$ cat config.mk
export PLATFORM = sky130hd
export DESIGN_NAME = omw_ctrl
export DESIGN_NICKNAME = d
export VERILOG_FILES = /design/src/omw_pkg.sv /design/src/omw_sync.sv /design/src/omw_startup.sv /design/src/omw_ctrl.sv
export SDC_FILE = /design/constraint.sdc
export NUM_CORES = 1
export LEC_CHECK = 0
export ABC_AREA = 0
export BUFFER_PORTS_ARGS = -buffer_cell sky130_fd_sc_hd__buf_2
export CAP_MARGIN = 20
export CORE_MARGIN = 2
export CORE_UTILIZATION = 40
export CTS_BUF_LIST = sky130_fd_sc_hd__clkbuf_16
export CTS_CLUSTER_SIZE = 10
export DETAILED_ROUTE_END_ITERATION = 6
export GPL_TIMING_DRIVEN = 0
export PLACE_DENSITY = 0.73
export SLEW_MARGIN = 30
export SYNTH_ARGS = -nofsm -noshare
export SYNTH_HDL_FRONTEND = slang
export SYNTH_HIERARCHICAL = 1
export SYNTH_SLANG_ARGS = --single-unit
$ cat constraint.sdc
create_clock -name REF_CLK -period 2 [get_ports REF_CLK]
set_input_delay 0.1 -clock REF_CLK [delete_from_list [all_inputs] [get_ports REF_CLK]]
set_output_delay 0.1 -clock REF_CLK [all_outputs]
set_load 0.005 [all_outputs]
$ cat src/omw_pkg.sv
// package: constants, types and rule summary for the operating mode and wake-up controller
// assumes one 250 MHz clock, synchronous active-low reset, apb register access
// Summary of operation
// RULE1: clear high select, divider 000/001 selects slow
// RULE2: slow switch completes once low-speed ready
// RULE3: high select or divider 010-111 returns high-speed
// RULE4: software polls high-speed ready after switching
// RULE5: halt, idle off, watchdog/detector off: deep stop
// RULE6: deep stop clears and stops watchdog
// RULE7: halt, idle off, watchdog/detector on: light stop
// RULE8: light stop clears watchdog, sub-clock keeps counting
// RULE9: idle on, clock keep off: idle stop
// RULE10: idle stop: sub-clock watchdog runs, system watchdog stops
// RULE11: idle on, clock keep on: idle run
// RULE12: any halt sets power-down, clears timeout flag
// RULE13: wake on reset, port fall, interrupt, overflow
// RULE14: reset wake full reset; overflow sets timeout
// RULE15: power-down cleared by power-up or watchdog clear
// RULE16: per-pin port wake enables, falling edge wakes
// RULE17: disabled or stack-full interrupt resumes, stays pending
// RULE18: interrupt pending before halt cannot wake
// RULE19: crystals share start-up timer, high first
// RULE20: deep stop wake runs after high ready
// RULE21: light stop fast wake may run sub-clock
// RULE22: system-clocked peripherals follow clock source switch
// RULE23: high select picks undivided clock; low stops high
// RULE24: high ready low in stop, 1024 or 16 cycles
// RULE25: fast wake runs sub-clock for 1024 crystal cycles
// RULE26: halt mode decided combinationally in halt cycle
package omw_pkg;
	localparam logic [7:0] ADDR_SYS_MODE = 8'h00;
	localparam logic [7:0] ADDR_WDG_CTRL = 8'h04;
	localparam logic [7:0] ADDR_STATUS = 8'h08;
	localparam logic [7:0] ADDR_WAKE_EN = 8'h0c;
	localparam logic [7:0] ADDR_OSC_CFG = 8'h10;
	localparam logic [7:0] SYS_MODE_RST = 8'h01;
	localparam logic [7:0] WDG_CTRL_RST = 8'h7a;
	localparam logic [3:0] WDG_OFF_CODE = 4'ha;
	localparam logic [2:0] DIV_SLOW_MAX = 3'h1;
	localparam int HX_START_CYC = 1024;
	localparam int RC_START_CYC = 16;
	localparam int LX_START_CYC = 1024;
	localparam int TMR_W = 11;
	// system mode register layout
	typedef struct packed {
		logic [2:0] clock_divider_select;
		logic fast_wake_enable;
		logic low_speed_ready_flag;
		logic high_speed_ready_flag;
		logic idle_enable;
		logic high_clock_select;
	} omw_smode_t;
	typedef enum logic [4:0] {
		OMW_RUN = 5'h01,
		OMW_DEEP = 5'h02,
		OMW_LIGHT = 5'h04,
		OMW_IDLE_STOP_MODE = 5'h08,
		OMW_IDLE_RUN_MODE = 5'h10
	} omw_state_t;
	typedef enum logic [2:0] {
		OMW_T_IDLE = 3'h1,
		OMW_T_HIGH = 3'h2,
		OMW_T_LOW = 3'h4
	} omw_tmr_t;
	// clock gate set for the chip
	typedef struct packed {
		logic sys_clk_on;
		logic tbase_clk_on;
		logic sub_clk_on;
		logic sys_from_low;
		logic high_osc_on;
	} omw_clk_t;
endpackage

$ cat src/omw_sync.sv
// three-flop pin synchroniser with agreement filter
// assumes pins are asynchronous to the clock
`timescale 1ns/1ps
module omw_sync #(
	parameter int W = 8
) (
	input wire logic clk,
	input wire logic rst_n,
	input wire logic [W-1:0] d,
	output logic [W-1:0] q
);
	logic [W-1:0] s1_reg;
	logic [W-1:0] s2_reg;
	logic [W-1:0] s3_reg;
	always_ff @(posedge clk) begin
		if (!rst_n) begin
			s1_reg <= '1;
			s2_reg <= '1;
			s3_reg <= '1;
			q <= '1;
		end else begin
			s1_reg <= d;
			s2_reg <= s1_reg;
			s3_reg <= s2_reg;
			// a bit changes only when the two later stages agree
			q <= (s2_reg & s3_reg) | (q & (s2_reg ^ s3_reg));
		end
	end
endmodule

$ cat src/omw_startup.sv
// shared oscillator start-up timer, high-speed period first then low-speed
// assumes start requests are held as levels until the ready flag rises
`timescale 1ns/1ps
module omw_startup #(
	parameter int HX_CYC = omw_pkg::HX_START_CYC,
	parameter int RC_CYC = omw_pkg::RC_START_CYC,
	parameter int LX_CYC = omw_pkg::LX_START_CYC
) (
	input wire logic clk,
	input wire logic rst_n,
	input wire logic high_stop,
	input wire logic low_stop,
	input wire logic high_is_crystal,
	output logic high_ready,
	output logic low_ready
);
	omw_pkg::omw_tmr_t st_reg;
	logic [omw_pkg::TMR_W-1:0] cnt_reg;
	logic [omw_pkg::TMR_W-1:0] hi_len;
	// rc sources settle in far fewer cycles than the crystal
	assign hi_len = high_is_crystal ? omw_pkg::TMR_W'(HX_CYC - 1) : omw_pkg::TMR_W'(RC_CYC - 1);
	always_ff @(posedge clk) begin
		if (!rst_n) begin
			st_reg <= omw_pkg::OMW_T_IDLE;
			cnt_reg <= '0;
			high_ready <= 1'b0;
			low_ready <= 1'b0;
		end else begin
			if (high_stop)
				high_ready <= 1'b0; // see RULE24
			if (low_stop)
				low_ready <= 1'b0;
			case (st_reg)
				omw_pkg::OMW_T_IDLE: begin
					cnt_reg <= '0;
					if (!high_stop && !high_ready)
						st_reg <= omw_pkg::OMW_T_HIGH;
					else if (!low_stop && !low_ready)
						st_reg <= omw_pkg::OMW_T_LOW; // see RULE19
				end
				omw_pkg::OMW_T_HIGH: begin
					cnt_reg <= cnt_reg + 1'b1;
					if (high_stop) begin
						st_reg <= omw_pkg::OMW_T_IDLE;
					end else if (cnt_reg == hi_len) begin
						high_ready <= 1'b1; // see RULE24
						st_reg <= omw_pkg::OMW_T_IDLE;
					end
				end
				omw_pkg::OMW_T_LOW: begin
					cnt_reg <= cnt_reg + 1'b1;
					if (low_stop) begin
						st_reg <= omw_pkg::OMW_T_IDLE;
					end else if (cnt_reg == omw_pkg::TMR_W'(LX_CYC - 1)) begin
						low_ready <= 1'b1; // see RULE19
						st_reg <= omw_pkg::OMW_T_IDLE;
					end
				end
				default: st_reg <= omw_pkg::OMW_T_IDLE;
			endcase
		end
	end
endmodule

$ cat src/omw_ctrl.sv
// top: operating mode and wake-up controller with apb registers
// assumes core drives halt and watchdog-clear pulses on REF_CLK; port pins asynchronous
//
// The register addresses and register access over APB are this design's own decisions.
`timescale 1ns/1ps
module omw_ctrl #(
	parameter int PORT_W = 8,
	parameter int HX_CYC = omw_pkg::HX_START_CYC,
	parameter int RC_CYC = omw_pkg::RC_START_CYC,
	parameter int LX_CYC = omw_pkg::LX_START_CYC
) (
	// clock and reset
	input wire logic REF_CLK,
	input wire logic RESET_N,
	// apb slave
	input wire logic PSEL,
	input wire logic PENABLE,
	input wire logic PWRITE,
	input wire logic [7:0] PADDR,
	input wire logic [31:0] PWDATA,
	output logic [31:0] PRDATA,
	output logic PREADY,
	output logic PSLVERR,
	// core events
	input wire logic HALT_EXEC,
	input wire logic WDG_CLEAR,
	input wire logic WDG_OVERFLOW,
	input wire logic DETECTOR_ON,
	input wire logic EXT_RESET_WAKE,
	input wire logic [7:0] INT_REQ,
	input wire logic [7:0] INT_ENABLE,
	input wire logic STACK_FULL,
	// port a pins
	input wire logic [PORT_W-1:0] PORT_A_PIN,
	// clock, watchdog, wake and interrupt outputs
	output omw_pkg::omw_clk_t CLK_CTRL,
	output logic WDG_RESET,
	output logic WDG_RUN,
	output logic CORE_HALTED,
	output logic WAKE_RESUME,
	output logic WAKE_PC_SP_RESET,
	output logic WAKE_FULL_RESET,
	output logic INT_SERVICE,
	output logic [7:0] INT_PENDING
);
	omw_pkg::omw_state_t st_reg;
	omw_pkg::omw_state_t halt_mode;
	omw_pkg::omw_smode_t smode_reg;
	logic [7:0] wdg_ctrl_reg;
	logic [PORT_W-1:0] port_a_wake_enable_reg;
	logic wdg_from_sub_reg;
	logic hs_is_crystal_reg;
	logic power_down_flag_reg;
	logic timeout_flag_reg;
	logic [7:0] int_mask_reg;
	logic [7:0] int_pend_reg;
	logic [PORT_W-1:0] pin_q;
	logic [PORT_W-1:0] pin_last_reg;
	logic wdg_enabled;
	logic slow_req;
	logic slow_active_reg;
	logic fast_run_reg;
	logic high_stop;
	logic low_stop;
	logic high_ready;
	logic low_ready;
	logic halted;
	logic port_wake;
	logic [7:0] int_wake_vec;
	logic wake_any;
	logic wr_en;
	logic rd_en;
	logic idle_clock_keep;
	logic halt_take;
	logic addr_hit;

	assign wr_en = PSEL && PENABLE && PWRITE;
	assign rd_en = PSEL && !PENABLE && !PWRITE;
	assign idle_clock_keep = wdg_ctrl_reg[7];
	// a halt seen while already halted is ignored: a stopped core cannot issue one
	assign halt_take = HALT_EXEC && !halted;
	assign wdg_enabled = wdg_ctrl_reg[3:0] != omw_pkg::WDG_OFF_CODE;
	assign halted = st_reg != omw_pkg::OMW_RUN;
	// slow operation when high select is clear and divider names the low clock
	assign slow_req = !smode_reg.high_clock_select &&
		(smode_reg.clock_divider_select <= omw_pkg::DIV_SLOW_MAX); // see RULE1 see RULE3

	// halt mode chosen in the halt cycle itself
	always_comb begin
		if (smode_reg.idle_enable && idle_clock_keep)
			halt_mode = omw_pkg::OMW_IDLE_RUN_MODE; // see RULE11 see RULE26
		else if (smode_reg.idle_enable)
			halt_mode = omw_pkg::OMW_IDLE_STOP_MODE; // see RULE9
		else if (wdg_enabled || DETECTOR_ON)
			halt_mode = omw_pkg::OMW_LIGHT; // see RULE7
		else
			halt_mode = omw_pkg::OMW_DEEP; // see RULE5
	end

	// high oscillator stops in stop and idle-stop modes and in slow operation while the core is not halted
	assign high_stop = (st_reg == omw_pkg::OMW_DEEP) || (st_reg == omw_pkg::OMW_LIGHT) ||
		(st_reg == omw_pkg::OMW_IDLE_STOP_MODE) || (slow_active_reg && !halted); // see RULE23 see RULE24
	assign low_stop = st_reg == omw_pkg::OMW_DEEP;

	omw_startup #(
		.HX_CYC(HX_CYC),
		.RC_CYC(RC_CYC),
		.LX_CYC(LX_CYC)
	) u_startup (
		.clk(REF_CLK),
		.rst_n(RESET_N),
		.high_stop(high_stop),
		.low_stop(low_stop),
		.high_is_crystal(hs_is_crystal_reg),
		.high_ready(high_ready),
		.low_ready(low_ready)
	);

	omw_sync #(
		.W(PORT_W)
	) u_pin_sync (
		.clk(REF_CLK),
		.rst_n(RESET_N),
		.d(PORT_A_PIN),
		.q(pin_q)
	);

	// enables act on the filtered pins, so a glitch shorter than two clocks cannot wake
	assign port_wake = |(pin_last_reg & ~pin_q & port_a_wake_enable_reg); // see RULE16
	// only requests that rose after the halt may wake
	assign int_wake_vec = INT_REQ & ~int_mask_reg; // see RULE18
	assign wake_any = port_wake || (|int_wake_vec) || WDG_OVERFLOW || EXT_RESET_WAKE; // see RULE13

	always_ff @(posedge REF_CLK) begin
		if (!RESET_N)
			pin_last_reg <= '1;
		else
			pin_last_reg <= pin_q;
	end

	// mode state machine
	always_ff @(posedge REF_CLK) begin
		if (!RESET_N) begin
			st_reg <= omw_pkg::OMW_RUN;
			int_mask_reg <= '0;
			fast_run_reg <= 1'b0;
		end else begin
			case (st_reg)
				omw_pkg::OMW_RUN: begin
					if (high_ready)
						fast_run_reg <= 1'b0; // see RULE25
					if (HALT_EXEC) begin
						st_reg <= halt_mode;
						int_mask_reg <= INT_REQ; // see RULE18
					end
				end
				omw_pkg::OMW_DEEP, omw_pkg::OMW_LIGHT, omw_pkg::OMW_IDLE_STOP_MODE,
				omw_pkg::OMW_IDLE_RUN_MODE: begin
					if (wake_any) begin
						st_reg <= omw_pkg::OMW_RUN;
						// fast wake only where the sub-clock survived the halt
						fast_run_reg <= smode_reg.fast_wake_enable && hs_is_crystal_reg &&
							(st_reg != omw_pkg::OMW_DEEP) && (st_reg != omw_pkg::OMW_IDLE_RUN_MODE); // see RULE21
					end
				end
				default: st_reg <= omw_pkg::OMW_RUN;
			endcase
		end
	end

	// clock source selection follows ready flags
	always_ff @(posedge REF_CLK) begin
		if (!RESET_N)
			slow_active_reg <= 1'b0;
		else if (slow_req && low_ready)
			slow_active_reg <= 1'b1; // see RULE2
		else if (!slow_req)
			slow_active_reg <= 1'b0; // see RULE3
	end

	// clock gate outputs
	// the core stays halted while high is not ready and neither fast wake nor slow operation is active
	always_ff @(posedge REF_CLK) begin
		if (!RESET_N) begin
			CLK_CTRL <= '0;
			CORE_HALTED <= 1'b0;
		end else begin
			CLK_CTRL.sys_clk_on <= (st_reg == omw_pkg::OMW_RUN && (high_ready || fast_run_reg ||
				slow_active_reg)) || st_reg == omw_pkg::OMW_IDLE_RUN_MODE; // see RULE20
			CLK_CTRL.tbase_clk_on <= st_reg == omw_pkg::OMW_RUN || st_reg == omw_pkg::OMW_IDLE_STOP_MODE ||
				st_reg == omw_pkg::OMW_IDLE_RUN_MODE; // see RULE9
			CLK_CTRL.sub_clk_on <= st_reg != omw_pkg::OMW_DEEP; // see RULE5 see RULE7
			CLK_CTRL.sys_from_low <= slow_active_reg || (fast_run_reg && !high_ready); // see RULE22 see RULE25
			CLK_CTRL.high_osc_on <= !high_stop; // see RULE23
			CORE_HALTED <= halted || (!high_ready && !fast_run_reg && !slow_active_reg); // see RULE20
		end
	end

	// watchdog control
	always_ff @(posedge REF_CLK) begin
		if (!RESET_N) begin
			WDG_RESET <= 1'b0;
			WDG_RUN <= 1'b0;
		end else begin
			WDG_RESET <= halt_take || WDG_CLEAR; // see RULE6 see RULE8
			case (st_reg)
				omw_pkg::OMW_DEEP: WDG_RUN <= 1'b0; // see RULE6
				omw_pkg::OMW_LIGHT, omw_pkg::OMW_IDLE_STOP_MODE: WDG_RUN <= wdg_enabled && wdg_from_sub_reg; // see RULE8 see RULE10
				default: WDG_RUN <= wdg_enabled; // see RULE11
			endcase
		end
	end

	// status flags: halt and overflow set over software clear
	always_ff @(posedge REF_CLK) begin
		if (!RESET_N) begin
			power_down_flag_reg <= 1'b0;
			timeout_flag_reg <= 1'b0;
		end else begin
			if (halt_take)
				power_down_flag_reg <= 1'b1; // see RULE12 see RULE15
			else if (WDG_CLEAR)
				power_down_flag_reg <= 1'b0; // see RULE15
			if (WDG_OVERFLOW)
				timeout_flag_reg <= 1'b1; // see RULE14
			else if (halt_take || WDG_CLEAR)
				timeout_flag_reg <= 1'b0; // see RULE12
		end
	end

	// wake response pulses and interrupt pending
	always_ff @(posedge REF_CLK) begin
		if (!RESET_N) begin
			WAKE_RESUME <= 1'b0;
			WAKE_PC_SP_RESET <= 1'b0;
			WAKE_FULL_RESET <= 1'b0;
			INT_SERVICE <= 1'b0;
			int_pend_reg <= '0;
		end else begin
			WAKE_RESUME <= 1'b0;
			WAKE_PC_SP_RESET <= 1'b0;
			WAKE_FULL_RESET <= 1'b0;
			INT_SERVICE <= 1'b0;
			int_pend_reg <= int_pend_reg & INT_REQ;
			if (halted && wake_any) begin
				if (EXT_RESET_WAKE)
					WAKE_FULL_RESET <= 1'b1; // see RULE14
				else if (WDG_OVERFLOW)
					WAKE_PC_SP_RESET <= 1'b1; // see RULE14
				else if (|(int_wake_vec & INT_ENABLE) && !STACK_FULL)
					INT_SERVICE <= 1'b1; // see RULE17
				else begin
					WAKE_RESUME <= 1'b1; // see RULE16 see RULE17
					int_pend_reg <= int_pend_reg | int_wake_vec; // see RULE17
				end
			end
		end
	end

	// apb register writes
	always_ff @(posedge REF_CLK) begin
		if (!RESET_N) begin
			smode_reg <= omw_pkg::SYS_MODE_RST;
			wdg_ctrl_reg <= omw_pkg::WDG_CTRL_RST;
			port_a_wake_enable_reg <= '0;
			wdg_from_sub_reg <= 1'b1;
			hs_is_crystal_reg <= 1'b1;
		end else begin
			smode_reg.high_speed_ready_flag <= high_ready; // see RULE4
			smode_reg.low_speed_ready_flag <= low_ready;
			if (wr_en) begin
				if (PADDR == omw_pkg::ADDR_SYS_MODE) begin
					smode_reg.clock_divider_select <= PWDATA[7:5];
					smode_reg.fast_wake_enable <= PWDATA[4];
					smode_reg.idle_enable <= PWDATA[1];
					smode_reg.high_clock_select <= PWDATA[0];
				end else if (PADDR == omw_pkg::ADDR_WDG_CTRL) begin
					wdg_ctrl_reg <= PWDATA[7:0];
				end else if (PADDR == omw_pkg::ADDR_WAKE_EN) begin
					port_a_wake_enable_reg <= PWDATA[PORT_W-1:0]; // see RULE16
				end else if (PADDR == omw_pkg::ADDR_OSC_CFG) begin
					wdg_from_sub_reg <= PWDATA[0];
					hs_is_crystal_reg <= PWDATA[1];
				end
			end
		end
	end

	// mapped offsets; anything else answers with an error and changes nothing
	always_comb begin
		if (PADDR == omw_pkg::ADDR_SYS_MODE)
			addr_hit = 1'b1;
		else if (PADDR == omw_pkg::ADDR_WDG_CTRL)
			addr_hit = 1'b1;
		else if (PADDR == omw_pkg::ADDR_STATUS)
			addr_hit = 1'b1;
		else if (PADDR == omw_pkg::ADDR_WAKE_EN)
			addr_hit = 1'b1;
		else if (PADDR == omw_pkg::ADDR_OSC_CFG)
			addr_hit = 1'b1;
		else
			addr_hit = 1'b0;
	end

	// apb read data and response, no wait states on reads or writes
	always_ff @(posedge REF_CLK) begin
		if (!RESET_N) begin
			PRDATA <= '0;
			PREADY <= 1'b0;
			PSLVERR <= 1'b0;
			INT_PENDING <= '0;
		end else begin
			INT_PENDING <= int_pend_reg;
			PREADY <= PSEL && !PENABLE;
			PSLVERR <= PSEL && !PENABLE && !addr_hit;
			if (rd_en) begin
				if (PADDR == omw_pkg::ADDR_SYS_MODE)
					PRDATA <= {24'h000000, smode_reg};
				else if (PADDR == omw_pkg::ADDR_WDG_CTRL)
					PRDATA <= {24'h000000, wdg_ctrl_reg};
				else if (PADDR == omw_pkg::ADDR_STATUS)
					PRDATA <= {24'h000000, 3'h0, st_reg[4:1], 1'b0} |
						{30'h00000000, power_down_flag_reg, timeout_flag_reg};
				else if (PADDR == omw_pkg::ADDR_WAKE_EN)
					PRDATA <= 32'(port_a_wake_enable_reg);
				else if (PADDR == omw_pkg::ADDR_OSC_CFG)
					PRDATA <= {30'h00000000, hs_is_crystal_reg, wdg_from_sub_reg};
				else
					PRDATA <= '0;
			end
		end
	end
endmodule

==> impl_metrics.env, run 1 <==
export IMPL_final_cells=960
export IMPL_hold_ws_ps=36.2
export IMPL_worst_pin_slew_ps=596
export IMPL_largest_reg_flops=11
export IMPL_setup_viol=0
export IMPL_critPathArrivalTime_ps=2210
export IMPL_synthAdderAreaFrac=0.0192
export IMPL_grt_setup_unrepaired="false"
export IMPL_syn_area_mm2=0.00587
export IMPL_drt_first_pass_iters=4
export IMPL_r2r_start="st_reg[4]"
export IMPL_worstSetupEndpoint="fast_run_reg"
export IMPL_placed_area_mm2=0.00657
export IMPL_grt_max_degree=22
export IMPL_ys_seq_area_frac=0.467
export IMPL_final_antenna_net_count=0
export IMPL_r2r_end="fast_run_reg"
export IMPL_path_clk_slew_ps=50
export IMPL_maxCapViolCount=0
export IMPL_r2r_cells=8
export IMPL_synth_top_area_frac=0.467
export IMPL_grt_busiest_layer="met2"
export IMPL_num_vias=4728
export IMPL_synthSimpleGateAreaFrac=0.257
export IMPL_report_final_slew_viol_count=0
export IMPL_die_height_um=125
export IMPL_path_cells="buf_4 -> inv_1 -> or4_1 -> a21oi_1 -> and3_1 -> buf_2 -> o211ai_1 -> o41ai_1"
export IMPL_clock_latency_ps=430
export IMPL_synth_distinct_cells=61
export IMPL_grt_pass1_wl_um=21500
export IMPL_synthMuxAreaShare=0.0668
export IMPL_synth_seq_cells=137
export IMPL_drc=0
export IMPL_synth_top_family_by_area="simple AND/OR/NAND/NOR gates"
export IMPL_setup_tns_ps=0
export IMPL_rows=44
export IMPL_internal_power_w=0.00527
export IMPL_synth_main_ff_cell="dfxtp_1"
export IMPL_synth_largest_area_cell="dfxtp_1"
export IMPL_p_total_w=0.00678
export IMPL_yosys_warnings=6
export IMPL_relSlewSlack=0.603
export IMPL_worst_ir_drop_vdd_v=0.000713
export IMPL_critPathSlowestCell="or4_1"
export IMPL_initial_core_util=0.407
export IMPL_multiInputGateArea_mm2=0.00288
export IMPL_critPathLaunch="st_reg[4]"
export IMPL_antenna_diode_count=0
export IMPL_dp_cells=896
export IMPL_fin_skew_ps=8.40
export IMPL_finalCritPeriodShare=0.941
export IMPL_syn2layout_area_growth_pct=28.9
export IMPL_gp_congestion=0.791
export IMPL_swShare=0.222
export IMPL_synth_xor_area_frac=0.00746
export IMPL_synth_cells=611
export IMPL_hold_viol=0
export IMPL_cts_buffers=17
export IMPL_reg2reg_slack_ps=120
export IMPL_grt_antenna_before_repair=0
export IMPL_status="finished clean"
export IMPL_p_seq_frac=0.421
export IMPL_coreArea_mm2=0.0144
export IMPL_regArea_mm2=0.00275
export IMPL_design_area_mm2=0.00756
export IMPL_h_tree_depth=4
export IMPL_cp_start_kind="flop"
export IMPL_max_freq_ghz=0.531
export IMPL_final_common_cell="dfxtp_1"
export IMPL_grt_met2_usage=0.295
export IMPL_fillers=1317
export IMPL_crit_required_ps=2330
export IMPL_clock_tree_buffer_depth=2
export IMPL_slowest_delay_ps=510
export IMPL_dieArea_mm2=0.0157
export IMPL_dp_hpwl_um=9320
export IMPL_synth_edff_count=0
export IMPL_via_per_inst=4.93
export IMPL_async_flop_share=0
export IMPL_track_usage=0.172
export IMPL_mostFrequentLayoutCells="dfxtp_1, buf_2, nand2_1"
export IMPL_p_switching_w=0.00151
export IMPL_syn_avg_cell_area_um2=9.60
export IMPL_wl_um=13500
export IMPL_drive_above_1_share=0.215
export IMPL_die_x_um=125
export IMPL_portBuffers=78
export IMPL_leakage_nw=3.27
export IMPL_met3_usage=0.0471
export IMPL_cts_tree="built"
export IMPL_grt_pass1_vias=4370
export IMPL_drt_iter0_markers=174
export IMPL_met1_usage=0.205
export IMPL_period_needed_ps=1880
export IMPL_power_frac_comb=0.096
export IMPL_critPathKind="reg2reg"
export IMPL_cts_root_buf="clkbuf_16"
export IMPL_p_clk_frac=0.483
export IMPL_yosys_top_cells_area="dfxtp_1, mux2i_1, nand2_1"
export IMPL_crit_fanout=9
export IMPL_synth_compound_area_frac=0.119
export IMPL_wl_per_cell_um=14.0
export IMPL_cp_end_kind="flop"
export IMPL_p_per_area_mw_per_mm2=896
export IMPL_cts_sinks=137
export IMPL_ios=129
export IMPL_nNetsFinal=848
export IMPL_overflow=0
export IMPL_min_path_type="in2reg"
[how the worst min path moves through the flow]
stage	startpoint	end	slack, ps	cells after the start
floorplan	RESET_N	u_pin_sync/s2_reg[7]	170	1
global placement	PORT_A_PIN[5]	u_pin_sync/s1_reg[5]	280	2
detailed placement	PORT_A_PIN[4]	u_pin_sync/s1_reg[4]	280	2
CTS	DETECTOR_ON	st_reg[1]	30	4
global route	DETECTOR_ON	st_reg[1]	60	4
finish	DETECTOR_ON	st_reg[1]	40	4
[cells by family after synthesis]
kind of cell	Yosys count
other	1
buffers and inverters	68
and+or+nand+nor	255
adders and majority gates	9
xor gates and xnor gates	5
AOI/OAI and AO/OA	101
DFF	137
muxes	35
[metal layers]
| metal | vias to the layer above | share of wire |
|---|---|---|
| met1 | 2197 | 0.44 |
| met5 | - | 0 |
| met2 | 105 | 0.50 |
| li1 | 2401 | - |
| met4 | 0 | 0.022 |
| met3 | 25 | 0.044 |
[power groups by stage]
stage | Combinational (W) | Sequential (W) | Clock (W)
6_report | 0.000649 | 0.00286 | 0.00327
4_1_cts | 0.000631 | 0.00286 | 0.00332
2_1_floorplan | 0.000393 | 0.00290 | 0
3_3_place_gp | 0.000572 | 0.00291 | 0
3_5_place_dp | 0.000577 | 0.00291 | 0
5_1_grt | 0.000718 | 0.00287 | 0.00345
[cells in the mapped netlist, drive strengths merged, types with 9 or more instances]
| cell type | n |
|---|---|
| and2 | 19 |
| nor3 | 12 |
| dfxtp | 137 |
| inv | 11 |
| mux2i | 29 |
| o21ai | 13 |
| nand3b | 18 |
| nand2 | 62 |
| nor2 | 16 |
| ha | 9 |
| nand2b | 36 |
| and3 | 9 |
| a21boi | 23 |
| a21oi | 18 |
| o211ai | 12 |
| nor2b | 37 |
| buf | 40 |
| clkbuf | 17 |
[cell type report]
class	instances	area share
Buffer	57	0.0450
Clock buffer	17	0.0562
Clock inverter	14	0.0248
Inverter	11	0.00546
Multi-Input combinational cell	429	0.380
Sequential cell	137	0.363
Tap cell	184	0.0304
Timing Repair Buffer	111	0.0946
[timing repair]
item | CTS | global route
cloned | 0 | 0
hold buffers | 31 | 0
endpoints found under the hold margin | 49 | 0
setup buffers | 0 | 2
gates resized for setup | 4 | 16
pin swaps | 0 | 1
setup endpoints to repair | 5 | 27
[per-stage QoR]
| step | setup WS, ps | util |
|---|---|---|
| 3_5_place_dp | -251 | 0.456 |
| 3_3_place_gp | -270 | 0.456 |
| 6_report | 118 | 0.524 |
| 2_1_floorplan | 103 | - |
| 5_1_grt | 12.5 | 0.524 |
| 4_1_cts | -27.9 | 0.520 |
[critical path, delay by kind of cell, from the launching register on]
| kind | cells | cell delay [ps] |
|---|---|---|
| flops | 1 | 300 |
| buf+inv | 3 | 410 |
| simple gates | 2 | 680 |
| compound gates | 3 | 400 |
Note: power is estimated with default switching activity, not from simulation.
==> run 2: changes to the inputs <==
--- a/config.mk
+++ b/config.mk
@@ -8,7 +8,6 @@
 export ABC_AREA = 0
 export BUFFER_PORTS_ARGS = -buffer_cell sky130_fd_sc_hd__buf_2
 export CAP_MARGIN = 20
-export CORE_MARGIN = 2
 export CORE_UTILIZATION = 40
 export CTS_BUF_LIST = sky130_fd_sc_hd__clkbuf_16
 export CTS_CLUSTER_SIZE = 10
==> run 2 against run 1 <==
  * Setup slack got worse by 36 ps
  * Highest routed layer unchanged
  * Clock skew decreased by 2.1 ps
  * Global-route usage increased by 1.8 points
  * Critical path type unchanged
  * Combinational power increased by 0.9%
  * Clock power decreased by 2%
  * Critical path depth unchanged
  * Clock-buffer cell count unchanged
  * Core utilization increased by 1.0 points
  * Power decreased by 1.1%
  * Largest power group unchanged
  * Maximum frequency decreased by 1.9%
  * Routed wire length increased by 1.1%
==> impl_metrics.env, run 2 (synthesis results as in run 1) <==
export IMPL_grt_pass1_wl_um=21700
export IMPL_report_final_slew_viol_count=0
export IMPL_drt_iter0_markers=277
export IMPL_crit_required_ps=2310
export IMPL_wl_per_cell_um=14.3
export IMPL_dieArea_mm2=0.0152
export IMPL_cts_tree="built"
export IMPL_final_antenna_net_count=0
export IMPL_leakage_nw=3.25
export IMPL_cp_end_kind="flop"
export IMPL_final_common_cell="dfxtp_1"
export IMPL_clock_latency_ps=420
export IMPL_fin_ws_ps=81.5
export IMPL_worst_pin_slew_ps=610
export IMPL_cts_setup_buffers=0
export IMPL_die_height_um=123
export IMPL_placed_area_mm2=0.00657
export IMPL_finalCritPeriodShare=0.959
export IMPL_grt_antenna_before_repair=0
export IMPL_max_freq_ghz=0.521
export IMPL_largest_reg_flops=11
export IMPL_num_vias=4786
export IMPL_maxCapViolCount=0
export IMPL_crit_fanout=9
export IMPL_drive_above_1_share=0.220
export IMPL_die_x_um=123
export IMPL_period_needed_ps=1920
export IMPL_initial_core_util=0.416
export IMPL_rows=43
export IMPL_setup_tns_ps=0
export IMPL_critPathLaunch="st_reg[4]"
export IMPL_r2r_cells=8
export IMPL_critPathKind="reg2reg"
export IMPL_final_cells=954
export IMPL_cts_sinks=137
export IMPL_antenna_diode_count=0
export IMPL_grt_pass1_vias=4418
export IMPL_via_per_inst=5.02
export IMPL_fin_util=0.534
export IMPL_cts_root_buf="clkbuf_16"
export IMPL_worst_ir_drop_vdd_v=0.000548
export IMPL_dp_cells=892
export IMPL_pre_cts_ws_ps=-226
export IMPL_coreArea_mm2=0.0141
export IMPL_drc=0
export IMPL_track_usage=0.191
export IMPL_setup_viol=0
export IMPL_design_area_mm2=0.00753
export IMPL_path_clk_slew_ps=50
export IMPL_portBuffers=78
export IMPL_critPathArrivalTime_ps=2220
export IMPL_hp_start="DETECTOR_ON"
export IMPL_cts_buffers=17
export IMPL_min_path_type="in2reg"
export IMPL_status="finished clean"
export IMPL_whs_path_depth=4
export IMPL_fillers=1288
export IMPL_nNetsFinal=846
export IMPL_p_switching_w=0.00154
export IMPL_h_tree_depth=4
export IMPL_relSlewSlack=0.594
export IMPL_p_per_area_mw_per_mm2=891
export IMPL_grt_max_degree=22
export IMPL_clock_tree_buffer_depth=2
export IMPL_internal_power_w=0.00516
export IMPL_gp_congestion=0.818
export IMPL_p_clk_frac=0.476
export IMPL_drt_first_pass_iters=5
export IMPL_syn2layout_area_growth_pct=28.4
export IMPL_swShare=0.230
export IMPL_p_seq_frac=0.426
export IMPL_cp_start_kind="flop"
export IMPL_wl_um=13600
export IMPL_ios=129
export IMPL_grt_setup_unrepaired="true"
export IMPL_mostFrequentLayoutCells="dfxtp_1, buf_2, nand2_1"
export IMPL_hold_viol=0
export IMPL_overflow=0
export IMPL_dp_hpwl_um=9510
export IMPL_r2r_start="st_reg[4]"
export IMPL_power_frac_comb=0.098
export IMPL_fin_skew_ps=6.27
-- run 2: cell count changes in the layout (fill, tap and decap cells not counted), sizes merged --
cell      previous run  this run
buf                119       117
clkinvlp             0         2
inv                 13        12
bufinv               5         4
-- run 2: worst max-delay path: stages, from the launching register on --
cell      delay (ps)
dfxtp_1          310
buf_4            160
inv_1             60
or4_1            540
a21oi_2          180
and3_1           170
clkbuf_4         170
o211ai_1         110
o41ai_1          100
-- run 2: worst paths after layout --
kind	end	slack, ps
worst max-delay path	fast_run_reg	80
worst min-delay path	st_reg[1]	70
worst max register to register	fast_run_reg	80
worst min register to register	u_pin_sync/s2_reg[2]	410
-- run 2: metrics by stage --
| step | power (W) | hold slack (ps) |
|---|---|---|
| 2_1_floorplan | 0.00330 | 173 |
| 3_3_place_gp | 0.00348 | 280 |
| 3_5_place_dp | 0.00349 | 284 |
| 4_1_cts | 0.00674 | 55.3 |
| 5_1_grt | 0.00697 | 57.1 |
| 6_report | 0.00671 | 68.6 |
-- run 2: power groups by stage --
stage,sequential (W),clock (W),combinational [W]
final,0.00286,0.00320,0.000655
after global placement,0.00291,0,0.000576
after detailed placement,0.00291,0,0.000582
after floorplan,0.00290,0,0.000393
after global routing,0.00287,0.00339,0.000722
after CTS,0.00285,0.00325,0.000636
-- run 2: final cells by class --
type | count | area (um2) | area share
Buffer | 57 | 335 | 0.0445
Clock buffer | 17 | 425 | 0.0565
Clock inverter | 14 | 180 | 0.0239
Inverter | 11 | 41.3 | 0.00548
Multi-Input combinational cell | 429 | 2880 | 0.382
Sequential cell | 137 | 2750 | 0.365
Tap cell | 180 | 225 | 0.0299
Timing Repair Buffer | 109 | 701 | 0.0930
-- run 2: what timing repair did --
item / CTS / global route
hold buffers: 31 / 0
cloned: 0 / 0
endpoints found under the setup margin: 4 / 13
endpoints found under the hold margin: 49 / 0
pin swaps: 0 / 0
resized for setup: 4 / 13
-- run 2: metal layers --
metal	GRT usage	share of wire
met5	0	0
met4	0.0738	0.021
met3	0.0577	0.042
met2	0.320	0.49
met1	0.229	0.44
==> run 3: changes to the inputs <==
--- a/config.mk
+++ b/config.mk
@@ -8,13 +8,14 @@
 export ABC_AREA = 0
 export BUFFER_PORTS_ARGS = -buffer_cell sky130_fd_sc_hd__buf_2
 export CAP_MARGIN = 20
-export CORE_UTILIZATION = 40
+export CELL_PAD_IN_SITES_DETAIL_PLACEMENT = 0
+export CELL_PAD_IN_SITES_GLOBAL_PLACEMENT = 1
+export CORE_UTILIZATION = 37
 export CTS_BUF_LIST = sky130_fd_sc_hd__clkbuf_16
 export CTS_CLUSTER_SIZE = 10
 export DETAILED_ROUTE_END_ITERATION = 6
 export GPL_TIMING_DRIVEN = 0
-export PLACE_DENSITY = 0.73
-export SLEW_MARGIN = 30
+export PLACE_DENSITY = 0.85
 export SYNTH_ARGS = -nofsm -noshare
 export SYNTH_HDL_FRONTEND = slang
 export SYNTH_HIERARCHICAL = 1
==> run 3 against run 2 <==
  * Clock skew rose by 1.9 ps
  * Critical path depth stayed put
  * Register-to-register slack about the same
  * Largest cell class unchanged
  * Final cell count grew 3.2%
  * Critical path type unchanged
  * Global-route usage fell by 1.7 points
  * Sequential power about the same
  * Clock power is 6.9% lower
==> impl_metrics.env, run 3 (synthesis results as in run 1) <==
export IMPL_status="finished clean"
export IMPL_crit_fanout=9
export IMPL_dieArea_mm2=0.0164
export IMPL_drive_above_1_share=0.220
export IMPL_max_freq_ghz=0.525
export IMPL_nNetsFinal=845
export IMPL_finalCritPeriodShare=0.953
export IMPL_worst_ir_drop_vdd_v=0.000689
export IMPL_die_height_um=128
export IMPL_grt_pass1_vias=4371
export IMPL_dp_hpwl_um=9520
export IMPL_final_cells=985
export IMPL_crit_required_ps=2320
export IMPL_largest_reg_flops=11
export IMPL_worst_pin_slew_ps=609
export IMPL_via_per_inst=4.69
export IMPL_final_common_cell="dfxtp_1"
export IMPL_highest_signal_layer="met4"
export IMPL_critPathSlowestCell="or4_1"
export IMPL_regArea_mm2=0.00275
export IMPL_fin_skew_ps=8.14
export IMPL_grt_antenna_before_repair=0
export IMPL_grt_max_degree=22
export IMPL_rows=45
export IMPL_p_per_area_mw_per_mm2=862
export IMPL_cts_root_buf="clkbuf_16"
export IMPL_fillers=1459
export IMPL_clock_latency_ps=420
export IMPL_path_cells="buf_4 -> inv_1 -> or4_1 -> a21oi_2 -> and3_1 -> buf_2 -> o211ai_1 -> o41ai_1"
export IMPL_critPathArrivalTime_ps=2220
export IMPL_final_antenna_net_count=0
export IMPL_critPathKind="reg2reg"
export IMPL_die_x_um=128
export IMPL_dp_cells=923
export IMPL_drt_first_pass_iters=4
export IMPL_coreArea_mm2=0.0153
export IMPL_h_tree_depth=4
export IMPL_path_clk_slew_ps=60
export IMPL_leakage_nw=3.23
export IMPL_overflow=0
export IMPL_clock_tree_buffer_depth=2
export IMPL_cp_start_kind="flop"
export IMPL_initial_core_util=0.383
export IMPL_cp_end_kind="flop"
export IMPL_pre_cts_ws_ps=-278
export IMPL_maxCapViolCount=0
export IMPL_drt_iter0_markers=239
export IMPL_wl_met1_um=6260
export IMPL_wl_met3_um=581
export IMPL_slowest_delay_ps=540
export IMPL_cts_sinks=137
export IMPL_wl_per_cell_um=13.8
export IMPL_cts_buffers=17
export IMPL_num_vias=4620
export IMPL_antenna_diode_count=0
export IMPL_ios=129
export IMPL_wl_um=13600
export IMPL_setup_viol=0
export IMPL_min_path_type="in2reg"
export IMPL_multiInputGateArea_mm2=0.00288
export IMPL_mostFrequentLayoutCells="dfxtp_1, buf_2, nand2_1"
export IMPL_report_final_slew_viol_count=0
export IMPL_gp_congestion=0.808
export IMPL_syn2layout_area_growth_pct=28.3
export IMPL_grt_pass1_wl_um=21900
export IMPL_relSlewSlack=0.594
export IMPL_cts_tree="built"
export IMPL_routed_wl_met2_um=6580
export IMPL_portBuffers=78
export IMPL_hold_ws_ps=21.9
export IMPL_period_needed_ps=1910
export IMPL_fin_ws_ps=95.0
export IMPL_drc=0
export IMPL_hold_viol=0
export IMPL_track_usage=0.174
-- run 3: final timing paths --
| kind | start | to | slack, ps | cells past startpoint |
|---|---|---|---|---|
| setup / recovery | st_reg[4] | fast_run_reg | 90 | 8 |
| hold reg to reg | u_pin_sync/s1_reg[1] | u_pin_sync/s2_reg[1] | 400 | 1 |
| setup reg to reg | st_reg[4] | fast_run_reg | 90 | 8 |
| hold / removal | WDG_CLEAR | power_down_flag_reg | 20 | 4 |
-- run 3: repair_timing --
| item | 4_1_cts | 5_1_grt |
|---|---|---|
| pin swaps | 0 | 1 |
| gates resized for setup | 4 | 17 |
| hold buffers | 30 | 0 |
| buffers inserted | 0 | 0 |
| endpoints found under the setup margin | 4 | 28 |
| hold endpoints to repair | 51 | 0 |
-- run 3: layout make-up --
type | count | area share
repair buffers | 108 | 0.0918
plain buffers | 57 | 0.0454
inverters | 11 | 0.00549
well taps | 211 | 0.0351
multi-input cells | 429 | 0.383
flip-flops and latches | 137 | 0.365
clock inverters | 15 | 0.0180
clock buffers | 17 | 0.0565
-- run 3: metrics by stage --
stage | setup TNS (ps) | total power (W) | area, um2 | utilization
2_1_floorplan | 0 | 0.00330 | 5950 | -
3_3_place_gp | -693 | 0.00349 | 6610 | 0.431
3_5_place_dp | -746 | 0.00350 | 6610 | 0.431
4_1_cts | -31.6 | 0.00653 | 7480 | 0.488
5_1_grt | -6.87 | 0.00678 | 7520 | 0.491
6_report | 0 | 0.00649 | 7520 | 0.491
-- run 3: power by group --
part | leakage [nW] | internal, W | switching (W)
clock | 0.273 | 0.00181 | 0.00117
combinational | 1.84 | 0.000293 | 0.000361
sequential | 1.12 | 0.00281 | 0.0000446
-- run 3: worst max-delay path: cells and delay by family (launching register included) --
family / cells / cell delay (ps)
AND/OR/NAND/NOR: 2 / 700
AO/OA/AOI/OAI: 3 / 400
buffers and inverters: 3 / 410
flip-flops: 1 / 300
-- run 3: routing by layer --
metal	vias to the layer above	track usage
li1	2392	-
met1	2123	0.217
met5	-	0
met4	0	0.0540
met2	93	0.287
met3	12	0.0522
